==> src/hw/dwt_pkg.sv <==
// Shared constants and types for the debug wire trace and time-out block
package dwt_pkg;
  // Serial timing, in target clock cycles
  localparam int unsigned SYNC_CYC   = 128;  // Low longer than this is a sync request
  localparam int unsigned IDLE_CYC   = 512;  // Gap between falling edges before soft reset
  localparam int unsigned BIT1_CYC   = 10;   // Low of at most this many cycles reads as a one
  localparam int unsigned ACK_CYC    = 16;   // Length of the low acknowledge pulse
  localparam int unsigned CMD_BITS   = 8;    // Bits in one command byte
  localparam int unsigned RD_BITS    = 16;   // Bit slots the host spends collecting read data
  localparam int unsigned LOW_W      = 8;
  localparam int unsigned IDLE_W     = 10;

  // Command byte codes
  localparam logic [7:0] CMD_ENTER_DEBUG = 8'h90;
  localparam logic [7:0] CMD_STEP        = 8'h10;
  localparam logic [7:0] CMD_ACK_ENABLE  = 8'hd5;
  localparam logic [7:0] CMD_ACK_DISABLE = 8'hd6;
  localparam int unsigned CMD_READ_BIT   = 5;    // Set in every command that returns data

  // Reset values
  localparam logic RST_HANDSHAKE = 1'b0;
  localparam logic RST_ACTIVE    = 1'b0;

  typedef enum logic [1:0] {
    DWT_ST_IDLE   = 2'b00,
    DWT_ST_STEP   = 2'b01,
    DWT_ST_LOWPWR = 2'b10
  } dwt_step_t;
endpackage

==> src/hw/dwt_rx_if.sv <==
// Interface between the wire timer and the command core
`timescale 1ns/1ps
`default_nettype none
interface dwt_rx_if;
  logic bit_valid;
  logic bit_val;
  logic sync_done;
  logic timeout;
  logic arm;
  logic ignore;

  modport timer (output bit_valid, output bit_val, output sync_done, output timeout,
                 input arm, input ignore);
  modport core  (input bit_valid, input bit_val, input sync_done, input timeout,
                 output arm, output ignore);
endinterface
`default_nettype wire

==> src/hw/dwt_top.sv <==
// Debug wire command core with single-step tracing and serial time-out
//
// Operation
// A step with an interrupt pending only stacks the interrupt so the CPU resumes at the service routine.
// A step advances only the CPU while every other peripheral keeps running.
// The host must not step the soft breakpoint instruction, as the return address would land in debug code.
// A stepped stop or wait lets the CPU sleep and the step completes only when the CPU wakes.
// While the CPU sleeps after a stepped low-power instruction, all commands but enter-debug are served.
// Once system stop is reached no command is executed at all.
// When the CPU wakes from a stepped stop or wait, active debug mode is entered at the service routine.
// With handshake on, the step that traced a stop or wait gets no acknowledge, even on entering debug.
// With handshake on, every valid command during or after the low-power phase is acknowledged.
// Handshake is cleared only by system stop, and the host re-enables it with the enable command; the code also clears it on the disable command.
// The host starts every transfer with a falling edge on the debug wire.
// A low pulse longer than 128 cycles is a sync request.
// After a sync request the device waits for the rising edge with no time-out.
// A low pulse ending within 128 cycles is a bit, and the device waits for the next falling edge.
// No falling edge within 512 cycles of the last one soft-resets, dropping the command only.
// Without handshake, read data not collected within 512 cycles is dropped by a soft reset.
// A soft reset returns the receiver to idle with no partial command kept.
`timescale 1ns/1ps
`default_nettype none
module dwt_top
  import dwt_pkg::*;
(
  input  wire logic        core_clk_in,
  input  wire logic        rst_in,
  input  wire logic        debug_wire_in,
  output logic             debug_wire_out,
  output logic             debug_wire_oe_out,
  input  wire logic        cpu_int_pending_in,
  input  wire logic        cpu_step_done_in,
  input  wire logic        cpu_step_low_power_in,
  input  wire logic        cpu_low_power_in,
  input  wire logic        system_stop_in,
  output logic             cpu_step_out,
  output logic             cpu_stack_only_out,
  output logic             debug_active_out,
  output logic             handshake_en_out,
  output logic             cmd_valid_out,
  output logic [7:0]       cmd_out,
  output logic             read_pending_out,
  output logic             sync_done_out,
  output logic             soft_reset_out
);
  dwt_rx_if rx ();

  dwt_step_t        step_st;
  logic [7:0]       shift;
  logic [4:0]       bit_cnt;
  logic             cmd_done;
  logic [7:0]       cmd_byte;
  logic             exec;
  logic             want_ack;
  logic             is_read;
  logic [4:0]       ack_cnt;
  logic             cmd_active;

  dwt_wire_timer dwt_wire_timer_inst (
    .core_clk_in   (core_clk_in),
    .rst_in        (rst_in),
    .debug_wire_in (debug_wire_in),
    .rx            (rx.timer)
  );

  // The count is kept alive only while a command is part received or read data is owed;
  // with handshake on, read data waits as long as the host needs.
  assign cmd_active = (bit_cnt != 5'd0) || (read_pending_out && !handshake_en_out);
  assign rx.arm     = cmd_active;
  assign rx.ignore  = debug_wire_oe_out;

  // ---------------------------------------------------------------
  // Command byte assembly
  // ---------------------------------------------------------------
  always_ff @(posedge core_clk_in) begin
    if (rst_in || rx.timeout) begin
      shift    <= '0;
      bit_cnt  <= '0;
      cmd_done <= 1'b0;
      cmd_byte <= '0;
    end else begin
      cmd_done <= 1'b0;
      if (rx.bit_valid && !read_pending_out) begin
        shift <= {shift[6:0], rx.bit_val};
        if (bit_cnt == 5'(CMD_BITS - 1)) begin
          bit_cnt  <= '0;
          cmd_done <= 1'b1;
          cmd_byte <= {shift[6:0], rx.bit_val};
        end else begin
          bit_cnt <= bit_cnt + 5'd1;
        end
      end
    end
  end

  // Enter-debug is held back while the CPU sleeps after a stepped stop or wait
  assign exec = cmd_done && !system_stop_in
             && !(step_st == DWT_ST_LOWPWR && cmd_byte == CMD_ENTER_DEBUG);
  assign is_read = cmd_byte[CMD_READ_BIT];

  always_ff @(posedge core_clk_in) begin
    if (rst_in) begin
      cmd_valid_out <= 1'b0;
      cmd_out       <= '0;
    end else begin
      cmd_valid_out <= exec;
      if (exec) begin
        cmd_out <= cmd_byte;
      end
    end
  end

  // ---------------------------------------------------------------
  // Read data window
  // ---------------------------------------------------------------
  logic [4:0] rd_cnt;
  always_ff @(posedge core_clk_in) begin
    if (rst_in || rx.timeout) begin
      read_pending_out <= 1'b0;
      rd_cnt           <= '0;
    end else if (exec && is_read) begin
      read_pending_out <= 1'b1;
      rd_cnt           <= '0;
    end else if (read_pending_out && rx.bit_valid) begin
      if (rd_cnt == 5'(RD_BITS - 1)) begin
        read_pending_out <= 1'b0;
      end
      rd_cnt <= rd_cnt + 5'd1;
    end
  end

  // ---------------------------------------------------------------
  // Single-step sequencing
  // ---------------------------------------------------------------
  // Only the CPU is told to step; no freeze reaches the peripherals,
  // so stepped code loses its timing against them.
  always_ff @(posedge core_clk_in) begin
    if (rst_in) begin
      step_st            <= DWT_ST_IDLE;
      cpu_step_out       <= 1'b0;
      cpu_stack_only_out <= 1'b0;
      debug_active_out   <= RST_ACTIVE;
    end else begin
      cpu_step_out <= 1'b0;
      unique case (step_st)
        DWT_ST_IDLE: begin
          if (exec && cmd_byte == CMD_STEP) begin
            cpu_step_out       <= 1'b1;
            cpu_stack_only_out <= cpu_int_pending_in;
            debug_active_out   <= 1'b0;
            step_st            <= DWT_ST_STEP;
          end else if (exec && cmd_byte == CMD_ENTER_DEBUG) begin
            debug_active_out <= 1'b1;
          end
        end
        DWT_ST_STEP: begin
          if (cpu_step_done_in) begin
            cpu_stack_only_out <= 1'b0;
            if (cpu_step_low_power_in) begin
              step_st <= DWT_ST_LOWPWR;
            end else begin
              debug_active_out <= 1'b1;
              step_st          <= DWT_ST_IDLE;
            end
          end
        end
        DWT_ST_LOWPWR: begin
          if (!cpu_low_power_in) begin
            debug_active_out <= 1'b1;
            step_st          <= DWT_ST_IDLE;
          end
        end
      endcase
    end
  end

  // ---------------------------------------------------------------
  // Handshake and acknowledge drive
  // ---------------------------------------------------------------
  always_ff @(posedge core_clk_in) begin
    if (rst_in) begin
      handshake_en_out <= RST_HANDSHAKE;
    end else if (system_stop_in) begin
      handshake_en_out <= 1'b0;
    end else if (exec && cmd_byte == CMD_ACK_ENABLE) begin
      handshake_en_out <= 1'b1;
    end else if (exec && cmd_byte == CMD_ACK_DISABLE) begin
      handshake_en_out <= 1'b0;
    end
  end

  // A step owes its acknowledge at completion; one that ends in a sleep
  // never gets one, since debug entry on wake is not a command answer.
  assign want_ack = handshake_en_out
                 && ((exec && cmd_byte != CMD_STEP)
                  || (step_st == DWT_ST_STEP && cpu_step_done_in && !cpu_step_low_power_in));

  always_ff @(posedge core_clk_in) begin
    if (rst_in) begin
      ack_cnt           <= '0;
      debug_wire_oe_out <= 1'b0;
      debug_wire_out    <= 1'b1;
    end else begin
      if (want_ack && ack_cnt == 5'd0) begin
        ack_cnt           <= 5'(ACK_CYC);
        debug_wire_oe_out <= 1'b1;
        debug_wire_out    <= 1'b0;
      end else if (ack_cnt != 5'd0) begin
        ack_cnt <= ack_cnt - 5'd1;
        if (ack_cnt == 5'd1) begin
          debug_wire_oe_out <= 1'b0;
          debug_wire_out    <= 1'b1;
        end
      end
    end
  end

  always_ff @(posedge core_clk_in) begin
    if (rst_in) begin
      sync_done_out  <= 1'b0;
      soft_reset_out <= 1'b0;
    end else begin
      sync_done_out  <= rx.sync_done;
      soft_reset_out <= rx.timeout;
    end
  end
endmodule
`default_nettype wire

==> src/hw/dwt_wire_timer.sv <==
// Debug wire pulse timer: bit, sync and idle time-out detection
`timescale 1ns/1ps
`default_nettype none
module dwt_wire_timer
  import dwt_pkg::*;
(
  input  wire logic   core_clk_in,
  input  wire logic   rst_in,
  input  wire logic   debug_wire_in,
  dwt_rx_if.timer     rx
);
  logic              wire_q;
  logic              in_low;
  logic              in_sync;
  logic [LOW_W-1:0]  low_cnt;
  logic [IDLE_W-1:0] idle_cnt;
  logic              fall;
  logic              rise;

  // Own acknowledge drive must not be read back as host traffic
  assign fall = wire_q && !debug_wire_in && !rx.ignore;
  assign rise = !wire_q && debug_wire_in && in_low;

  always_ff @(posedge core_clk_in) begin
    if (rst_in) begin
      wire_q <= 1'b1;
    end else begin
      wire_q <= debug_wire_in;
    end
  end

  // ---------------------------------------------------------------
  // Low phase measurement
  // ---------------------------------------------------------------
  always_ff @(posedge core_clk_in) begin
    if (rst_in) begin
      in_low  <= 1'b0;
      in_sync <= 1'b0;
      low_cnt <= '0;
    end else if (fall) begin
      in_low  <= 1'b1;
      in_sync <= 1'b0;
      low_cnt <= '0;
    end else if (rise) begin
      in_low  <= 1'b0;
      in_sync <= 1'b0;
    end else if (in_low) begin
      // The low sample after the 128th makes the pulse a sync; 128 low samples is still a bit
      if (low_cnt != LOW_W'(SYNC_CYC - 1)) begin
        low_cnt <= low_cnt + LOW_W'(1);
      end else begin
        in_sync <= 1'b1;
      end
    end
  end

  always_ff @(posedge core_clk_in) begin
    if (rst_in) begin
      rx.bit_valid <= 1'b0;
      rx.bit_val   <= 1'b0;
      rx.sync_done <= 1'b0;
    end else begin
      // Answer a sync only at its rising edge, however long it takes
      rx.sync_done <= rise && in_sync;
      rx.bit_valid <= rise && !in_sync;
      if (rise && !in_sync) begin
        rx.bit_val <= (low_cnt < LOW_W'(BIT1_CYC));
      end
    end
  end

  // ---------------------------------------------------------------
  // Gap between falling edges
  // ---------------------------------------------------------------
  always_ff @(posedge core_clk_in) begin
    if (rst_in) begin
      idle_cnt   <= '0;
      rx.timeout <= 1'b0;
    end else begin
      rx.timeout <= 1'b0;
      if (fall || !rx.arm || in_sync) begin
        idle_cnt <= '0;
      end else if (idle_cnt == IDLE_W'(IDLE_CYC - 1)) begin
        idle_cnt   <= '0;
        rx.timeout <= 1'b1;
      end else begin
        idle_cnt <= idle_cnt + IDLE_W'(1);
      end
    end
  end
endmodule
`default_nettype wire

==> config.mk <==
export PLATFORM = sky130hd
export DESIGN_NAME = dwt_top
export DESIGN_NICKNAME = d
export VERILOG_FILES = /design/src/hw/dwt_pkg.sv /design/src/hw/dwt_rx_if.sv /design/src/hw/dwt_top.sv /design/src/hw/dwt_wire_timer.sv
export SDC_FILE = /design/constraint.sdc
export NUM_CORES = 1
export LEC_CHECK = 0
export ABC_AREA = 1
export BUFFER_PORTS_ARGS = -buffer_cell sky130_fd_sc_hd__buf_4
export CORE_ASPECT_RATIO = 1.25
export CORE_MARGIN = 5
export CORE_UTILIZATION = 50
export DETAILED_ROUTE_END_ITERATION = 10
export PLACE_DENSITY = 0.75
export SLEW_MARGIN = 20
export SYNTH_ARGS = -nofsm -noshare
export SYNTH_HDL_FRONTEND = slang
export SYNTH_SLANG_ARGS = --single-unit
==> constraint.sdc <==
create_clock -name core_clk_in -period 3.4 [get_ports core_clk_in]
set_clock_uncertainty 0.05 [all_clocks]
set_input_delay 0.68 -clock core_clk_in [delete_from_list [all_inputs] [get_ports core_clk_in]]
set_output_delay 0.68 -clock core_clk_in [all_outputs]
set_load 0.01 [all_outputs]
After elaboration in Yosys (flattened, before gate mapping) --
Cells that the tools add are included.
Word-level totals: flip-flop bits (word level) 76, latch bits 0, bits in writable memories 0, bits in read-only memories 0, input port bits 8, output and inout bits 18, logic and storage cells 153, memories kept 0
Operators by class: add/sub/neg operators 5, multiply operators 0, divide/modulo/power cells 0, order comparisons 1, equal/unequal tests 17, shift operators 0, multiplexer cells 33, bitwise operators 4, reductions and logical operators 65
Operator list (count):
- $eq A8 B8 Y1 const B | 3
- $mux W1 | 23
- $logic_and A1 B1 Y1 | 22
- $mux W5 | 3
- $reduce_bool A2 Y1 | 7
- $reduce_or A2 Y1 | 7
- $add A10 B1 Y10 const B | 1
- $add A5 B1 Y5 const B | 2
- $eq A10 B9 Y1 const B | 1
- $logic_not A1 Y1 | 10
- $reduce_bool A5 Y1 | 2
- $reduce_and A3 Y1 | 3
- $add A8 B1 Y8 const B | 1
- $eq A8 B5 Y1 const B | 1
- $lt A8 B4 Y1 const B | 1
- $mux W2 | 4
- $ne A2 B2 Y1 const B | 4
- $ne A8 B5 Y1 const B | 1
- $ne A8 B7 Y1 const B | 1
- $reduce_and A2 Y1 | 4
- $pmux W2 S3 | 1
- $reduce_or A3 Y1 | 2
- $eq A5 B1 Y1 const B | 1
- $eq A5 B3 Y1 const B | 1
- 12 further kinds | 19

Longest topological paths before layout --
Gate-level depths: netlist (run 1).
depth in word-level cells 10, mapped depth 10, gate-level depth less buffers 10

By module --
A second synthesis (run 1) with hierarchy kept.
Unflattened totals: cell total of the unflattened synthesis 434, area, all modules 3423.3 sq um
Modules (own cells, without submodules):
- dwt_top | instances 1, cells each 273, area an instance 2219.6 sq um, sequential area each 1021.0 sq um
- dwt_wire_timer | instances 1, cells each 161, area an instance 1203.7 sq um, sequential area each 500.5 sq um

Least setup slack after synthesis (run 1) --
Ideal clock, no wire load.
path kind input -> register, start point input debug_wire_in, end point register dwt_wire_timer_inst.idle_cnt[3], library setup time 73 ps, arrival time 1406 ps, data required time 3277 ps, setup slack 1871 ps, stages on the path 6, path buffers 0, path through inv_1 nand2_1 nand2_2 nor3_2 nand2_4 nor3b_2
Between the ends: longest elaborated chain between the ends 6
RTL lines:
- start, declared | line dwt_top.sv:28 | input wire logic debug_wire_in,
- $logic_not A1 Y1 | line dwt_wire_timer.sv:21 | assign fall = wire_q && !debug_wire_in && !rx.ignore;
- $logic_and A1 B1 Y1 (2 in series) | line dwt_wire_timer.sv:21
- $logic_or A1 B1 Y1 (2 in series) | line dwt_wire_timer.sv:81 | if (fall || !rx.arm || in_sync) begin
- $reduce_or A3 Y1 (no line)
- end signal, assigned | line dwt_wire_timer.sv:87 | idle_cnt <= idle_cnt + IDLE_W'(1);
- end, declared | line dwt_wire_timer.sv:16 | logic [IDLE_W-1:0] idle_cnt;
No other way between the ends. A chain may end at the register's enable or synchronous reset.

Worst setup path in the final report (run 1) --
start point input rst_in, end point register cmd_byte[1]
Between the ends: longest elaborated chain between the ends 1
RTL lines:
- start, declared | line dwt_top.sv:27 | input wire logic rst_in,
- $logic_or A1 B1 Y1 | line dwt_top.sv:76 | if (rst_in || rx.timeout) begin
- end signal, assigned | line dwt_top.sv:88 | cmd_byte <= {shift[6:0], rx.bit_val};
- end, declared | line dwt_top.sv:52 | logic [7:0] cmd_byte;
No other way between the ends.

==> impl_metrics.tcl, run 1 <==
set metrics [dict create \
    status "complete, no violations" \
    crit_fanout 16 \
    postSynthCellCount 420 \
    setup_viol 0 \
    port_buffers 25 \
    critPathCaptureType "flip-flop" \
    tritoncts "built" \
    min_path_cells 2 \
    yosysSeqAreaShare_pct 45.6 \
    gp_congestion 0.828 \
    slowest_delay_ns 0.61 \
    clk_pin_slew_ns 0.08 \
    setup_tns_ns 0 \
    final_util_pct 57.7 \
    grt_pass1_vias 2637 \
    dieArea_mm2 0.00841 \
    crit_chain "buf_4 -> nor2_1 -> nand3_2 -> inv_1 -> nand2_1 -> o21ai_0" \
    path_class "in2reg" \
    grt_overflow_total 0 \
    num_vias 2697 \
    nNetsFinal 469 \
    p_leak_nw 1.46 \
    postCtsHoldBufs 0 \
    ys_warn_count 0 \
    cts-root-buf "clkbuf_8" \
    min_period_over_period_pct 53.0 \
    clock_latency_ns 0.35 \
    crit_slowest_cell "nor2_1" \
    grt_pass1_wl_um 11600 \
    antenna_found_initial 0 \
    io_pins 26 \
    dieHeight_um 101 \
    fin_crit_ns 1.80 \
    power_density_mw_per_mm2 449 \
    coreArea_mm2 0.00652 \
    synth.area.top_cells "dfxtp_1 (46%), inv_1 (7.0%), nand2_1 (6.4%)" \
    drive_gt1_share_pct 18.2 \
    r2r_slack_ns 1.66 \
    cts_max_level 3 \
    holdWs_ns 0.375 \
    clk_path_buf_depth 2 \
    relSlewSlack_pct 47.8 \
    total_power_mw 1.69 \
    synth_cell_types 37 \
    dp.cells 526 \
    drc 0 \
    drt_wl_total_um 6720 \
    routed_via_density 4.98 \
    yosys.area.top_type "dfxtp_1" \
    grt_start_max_net_pins 17 \
    crit_end "cmd_byte[1]" \
    ir_drop_v 0.000338 \
    grt_use_total_pct 16.9 \
    first_iter_violations 136 \
    rows 33 \
    syn_area_mm2 0.00333 \
    synth.top_cell.area_share_pct 45.6 \
    cts.sink_count 76 \
    ant_nets 0 \
    area_growth_pct 12.9 \
    fmax_ghz 0.555 \
    startpoint_type "input port" \
    initial_core_util_pct 51.1 \
    hp-class "reg2reg" \
    cts_resized 0 \
    crit_arrival_ns 2.02 \
    tightest_slew_ns 0.780 \
    hold_violations 0 \
    dr.pass1.iters 4 \
    cts_setup_buffers 0 \
    avgSynthCellArea_um2 7.94 \
    worst_ep_required_time_ns 3.62 \
    die_w_um 83.0 \
    layout.cells.non_filler 542 \
    wl_per_cell_um 12.4 \
    grt_setup_unrepaired "no" \
    drv_slew 0 \
    num_antenna_cells 0 \
    r2r_cells 8 \
    rr_endpoint "cmd_byte[1]" \
    n_fill_cell 624 \
    syn-num-nets 439 \
    startpoint "rst_in" \
    dp_hpwl_um 5080 \
    rr_startpoint "dwt_wire_timer_inst.rx.bit_valid" \
    ys_ff_latch 76 \
    numCtsBuffers 9 \
    maxCapViolCount 0 \
]
==> cells in the mapped netlist <==
cell type,instances
and3_1,2
a211oi_1,3
nor2_4,2
nand2_2,9
nor2_2,8
o21ai_0,26
clkbuf_1,1
buf_2,3
nor4_2,1
nand3_2,7
buf_6,1
nor3b_1,1
inv_4,1
nor2_1,47
o22ai_1,4
nand2_1,57
a211oi_2,1
nand3b_2,1
ha_1,11
or2_2,4
o21ai_1,1
buf_4,1
nor4_1,3
inv_1,62
inv_2,2
a21oi_2,1
dfxtp_1,76
nor3b_2,2
xor2_1,7
nor3_4,1
a21oi_1,38
nand2_4,2
nor3_2,2
nand3_1,18
nor3_1,7
nand4_1,5
xnor2_1,2
==> cell families after synthesis <==
kind of cell               count (synthesis)  synth area share [%]
and+or+nand+nor                          179                  27.5
xor gates and xnor gates                   9                  2.36
DFF                                       76                  45.6
adders and majority gates                 11                  4.13
buffers and inverters                     71                  8.52
AOI/OAI and AO/OA                         74                  11.8
==> worst min path at each step <==
stage                                           from       endpoint  slack (ns)
finish              dwt_wire_timer_inst.rx.sync_done  sync_done_out        0.37
floorplan           dwt_wire_timer_inst.rx.sync_done  sync_done_out        0.34
global placement    dwt_wire_timer_inst.rx.sync_done  sync_done_out        0.37
detailed placement  dwt_wire_timer_inst.rx.sync_done  sync_done_out        0.37
CTS                 dwt_wire_timer_inst.rx.sync_done  sync_done_out        0.38
global route        dwt_wire_timer_inst.rx.sync_done  sync_done_out        0.39
==> final cells by class <==
cell class	instances	area [um2]	area share (%)
clock buffer	12	145	3.86
clock inverter	4	25.0	0.665
inverter	65	246	6.55
multi-input combinational	273	1530	40.6
sequential	76	1520	40.4
tap	87	109	2.89
timing repair buffer	25	188	4.99
==> sequential cells by signal (all words and copies together), names as in the netlist, 2 cells and up <==
signal,cells
step_st,2
dwt_wire_timer_inst.idle_cnt,10
ack_cnt,5
rd_cnt,5
bit_cnt,5
shift,7
cmd_byte,8
cmd_out,8
dwt_wire_timer_inst.low_cnt,8
==> critical path, delay by kind of cell <==
| kind | cells | cell delay, ns |
|---|---|---|
| buf+inv | 2 | 0.35 |
| simple gates | 3 | 0.92 |
| compound gates | 1 | 0.07 |
==> layer usage <==
metal	track usage, %	share of wire (%)	vias up	wire length (um)
met5	0	0	-	0
met2	29.1	49	53	3260
met1	20.0	46	1222	3070
met4	7.92	1.8	0	119
li1	-	-	1410	-
met3	4.23	4.0	12	268
==> per-stage QoR <==
| stage | worst slack, ns | instance area, um2 |
|---|---|---|
| floorplan | 1.87 | 3330 |
| finish | 1.60 | 3760 |
| global placement | 1.29 | 3590 |
| detailed placement | 1.25 | 3590 |
| global route | 1.46 | 3760 |
| CTS | 1.62 | 3760 |
==> cell usage in the layout (no fill, tap or decap), drive strengths merged <==
cell       n
a211oi     4
clkinv     2
nor4       4
nand3     25
dfxtp     76
and3       2
buf       25
nor2      57
clkbuf    12
ha        11
nand3b     1
nor3b      3
nand4      5
nor3      10
nand2     68
clkinvlp   2
o21ai     27
xor2       7
or2        4
xnor2      2
a21oi     39
o22ai      4
inv       65
==> power by group <==
part / switching (mW) / internal (mW)
clock: 0.320 / 0.283
combinational: 0.0976 / 0.0599
sequential: 0.0174 / 0.912
Power figures use the tool's default switching activity.
==> run 2: changes to the inputs <==
==> constraint.sdc (replaced) <==
create_clock -name core_clk_in -period 1.8 [get_ports core_clk_in]
set_clock_uncertainty 0.05 [all_clocks]
set_input_delay 0.36 -clock core_clk_in [delete_from_list [all_inputs] [get_ports core_clk_in]]
set_output_delay 0.36 -clock core_clk_in [all_outputs]
set_load 0.01 [all_outputs]
==> run 2 against run 1 <==
Against the previous run:
- sequential share of layout area is 1.0 points lower
- largest power group unchanged
- critical path depth rose by 4
- first-iteration DRC count is 18% lower
- cell area up 2.6%
- utilization is 1.5 points higher
- via count about the same
- sequential cell count did not move
- hold slack lost 0.21 ns
- wire length shrank 2.7%
==> impl_metrics.tcl, run 2 (synthesized netlist as in run 1, its figures left out) <==
set metrics [dict create \
    r2r_slack_ns 0.21 \
    dieArea_mm2 0.00841 \
    antenna_found_initial 0 \
    dp.cells 530 \
    dp_hpwl_um 4900 \
    min_path_cells 3 \
    final_cell_area_mm2 0.00386 \
    status "complete, no violations" \
    cts-root-buf "clkbuf_8" \
    routed_via_density 4.95 \
    postPlaceCellArea_mm2 0.00362 \
    first_iter_violations 111 \
    setup_tns_ns 0 \
    area_growth_pct 15.8 \
    num_vias 2698 \
    min_from "debug_wire_in" \
    initial_core_util_pct 51.1 \
    final.setup.worst_slack_ns 0.210 \
    drive_gt1_share_pct 19.2 \
    crit_slowest_cell "dfxtp_1" \
    grt_pass1_vias 2674 \
    relSlewSlack_pct 76.1 \
    rr_endpoint "debug_active_out" \
    numCtsBuffers 9 \
    setup_viol 0 \
    wl_per_cell_um 12.0 \
    cts_resized 0 \
    nNetsFinal 473 \
    cts_setup_buffers 0 \
    clk_pin_slew_ns 0.08 \
    fmax_ghz 0.629 \
    dr.pass1.iters 4 \
    coreArea_mm2 0.00652 \
    drv_slew 0 \
    hp-class "in2reg" \
    crit_fanout 4 \
    layout.cells.non_filler 545 \
    clk_path_buf_depth 2 \
    grt_pass1_wl_um 11600 \
    io_pins 26 \
    port_buffers 25 \
    slowest_delay_ns 0.37 \
    grt_overflow_total 0 \
    r2r_cells 10 \
    power_density_mw_per_mm2 935 \
    tightest_slew_ns 0.355 \
    crit_arrival_ns 1.78 \
    min_period_over_period_pct 88.3 \
    ir_drop_v 0.000629 \
    die_w_um 83.0 \
    rr_startpoint "step_st[1]" \
    fin_crit_ns 1.59 \
    dieHeight_um 101 \
    drt_wl_total_um 6540 \
    crit_chain "inv_1 -> ha_1 -> inv_1 -> nor2_1 -> a21oi_1 -> inv_1 -> nor2_1 -> nand3_1 -> nand2_1 -> nor2_1" \
    grt_setup_unrepaired "no" \
    num_antenna_cells 0 \
    grt_use_total_pct 17.0 \
    startpoint "step_st[1]" \
    tritoncts "built" \
    gp_congestion 0.862 \
    clock_latency_ns 0.35 \
    cts_max_level 3 \
    startpoint_type "flip-flop" \
    regMostFlops "dwt_wire_timer_inst.idle_cnt" \
    hold-path-endpoint "dwt_wire_timer_inst.wire_q" \
    critPathCaptureType "flip-flop" \
    mostFrequentLayoutCell "dfxtp_1" \
    layout_common_cells "dfxtp_1 (76), inv_1 (62), nand2_1 (57)" \
    cts.sink_count 76 \
    grt_start_max_net_pins 17 \
    postCtsHoldBufs 0 \
    rows 33 \
    p_leak_nw 1.52 \
    hold_violations 0 \
    largest_reg_flops 10 \
    post-place-ws_ns 0.223 \
    maxCapViolCount 0 \
    drc 0 \
    worst_ep_required_time_ns 1.99 \
    ant_nets 0 \
    path_class "reg2reg" \
]
[run 2: cell count changes in the layout (fill, tap and decap cells not counted), sizes merged]
cell,before,now
bufinv,0,3
buf,25,29
clkbuf,12,10
clkinvlp,2,0
[run 2: final cells by class]
type,instances,area (um2)
Timing Repair Buffer,29,218
Multi-Input combinational cell,273,1530
Clock inverter,5,100
Sequential cell,76,1520
Tap cell,87,109
Inverter,65,246
Fill cell,622,2660
Clock buffer,10,138
[run 2: routing by layer]
metal | vias up | track usage, % | share of wire [%]
met2 | 32 | 30.1 | 50
met1 | 1235 | 19.3 | 45
met5 | - | 0 | 0
met3 | 8 | 4.31 | 2.9
met4 | 0 | 8.30 | 1.7
li1 | 1423 | - | -
[run 2: worst max-delay path, delay by kind of cell, from the launching register on]
family                   cells  cell delay [ns]
AND/OR/NAND/NOR              5             0.38
flip-flops                   1             0.37
buffers and inverters        3             0.24
AO/OA/AOI/OAI                1             0.24
adder cells (fa/ha/maj)      1             0.21
[run 2: how the worst max path moves through the flow]
stage | end | slack [ns] | depth (start not counted)
2_1_floorplan | dwt_wire_timer_inst.idle_cnt[7] | 0.36 | 8
3_3_place_gp | debug_active_out | 0.25 | 10
3_5_place_dp | dwt_wire_timer_inst.idle_cnt[7] | 0.22 | 8
4_1_cts | debug_active_out | 0.21 | 10
5_1_grt | debug_active_out | 0.06 | 10
6_report | debug_active_out | 0.21 | 10
[run 2: where the power goes]
part           internal, mW  total (mW)  switching (mW)
Combinational         0.118       0.304           0.186
Clock                 0.946        1.55           0.600
Sequential             1.72        1.76          0.0362
Total                  2.79        3.61           0.822
[run 2: metrics by stage]
step                      total power, mW  util [%]  hold WS, ns
after floorplan                      2.02         -        0.338
after global placement               2.09      55.5        0.346
after detailed placement             2.10      55.5        0.349
after CTS                            3.64      59.2        0.153
after global routing                 3.76      59.2        0.162
final                                3.61      59.2        0.166
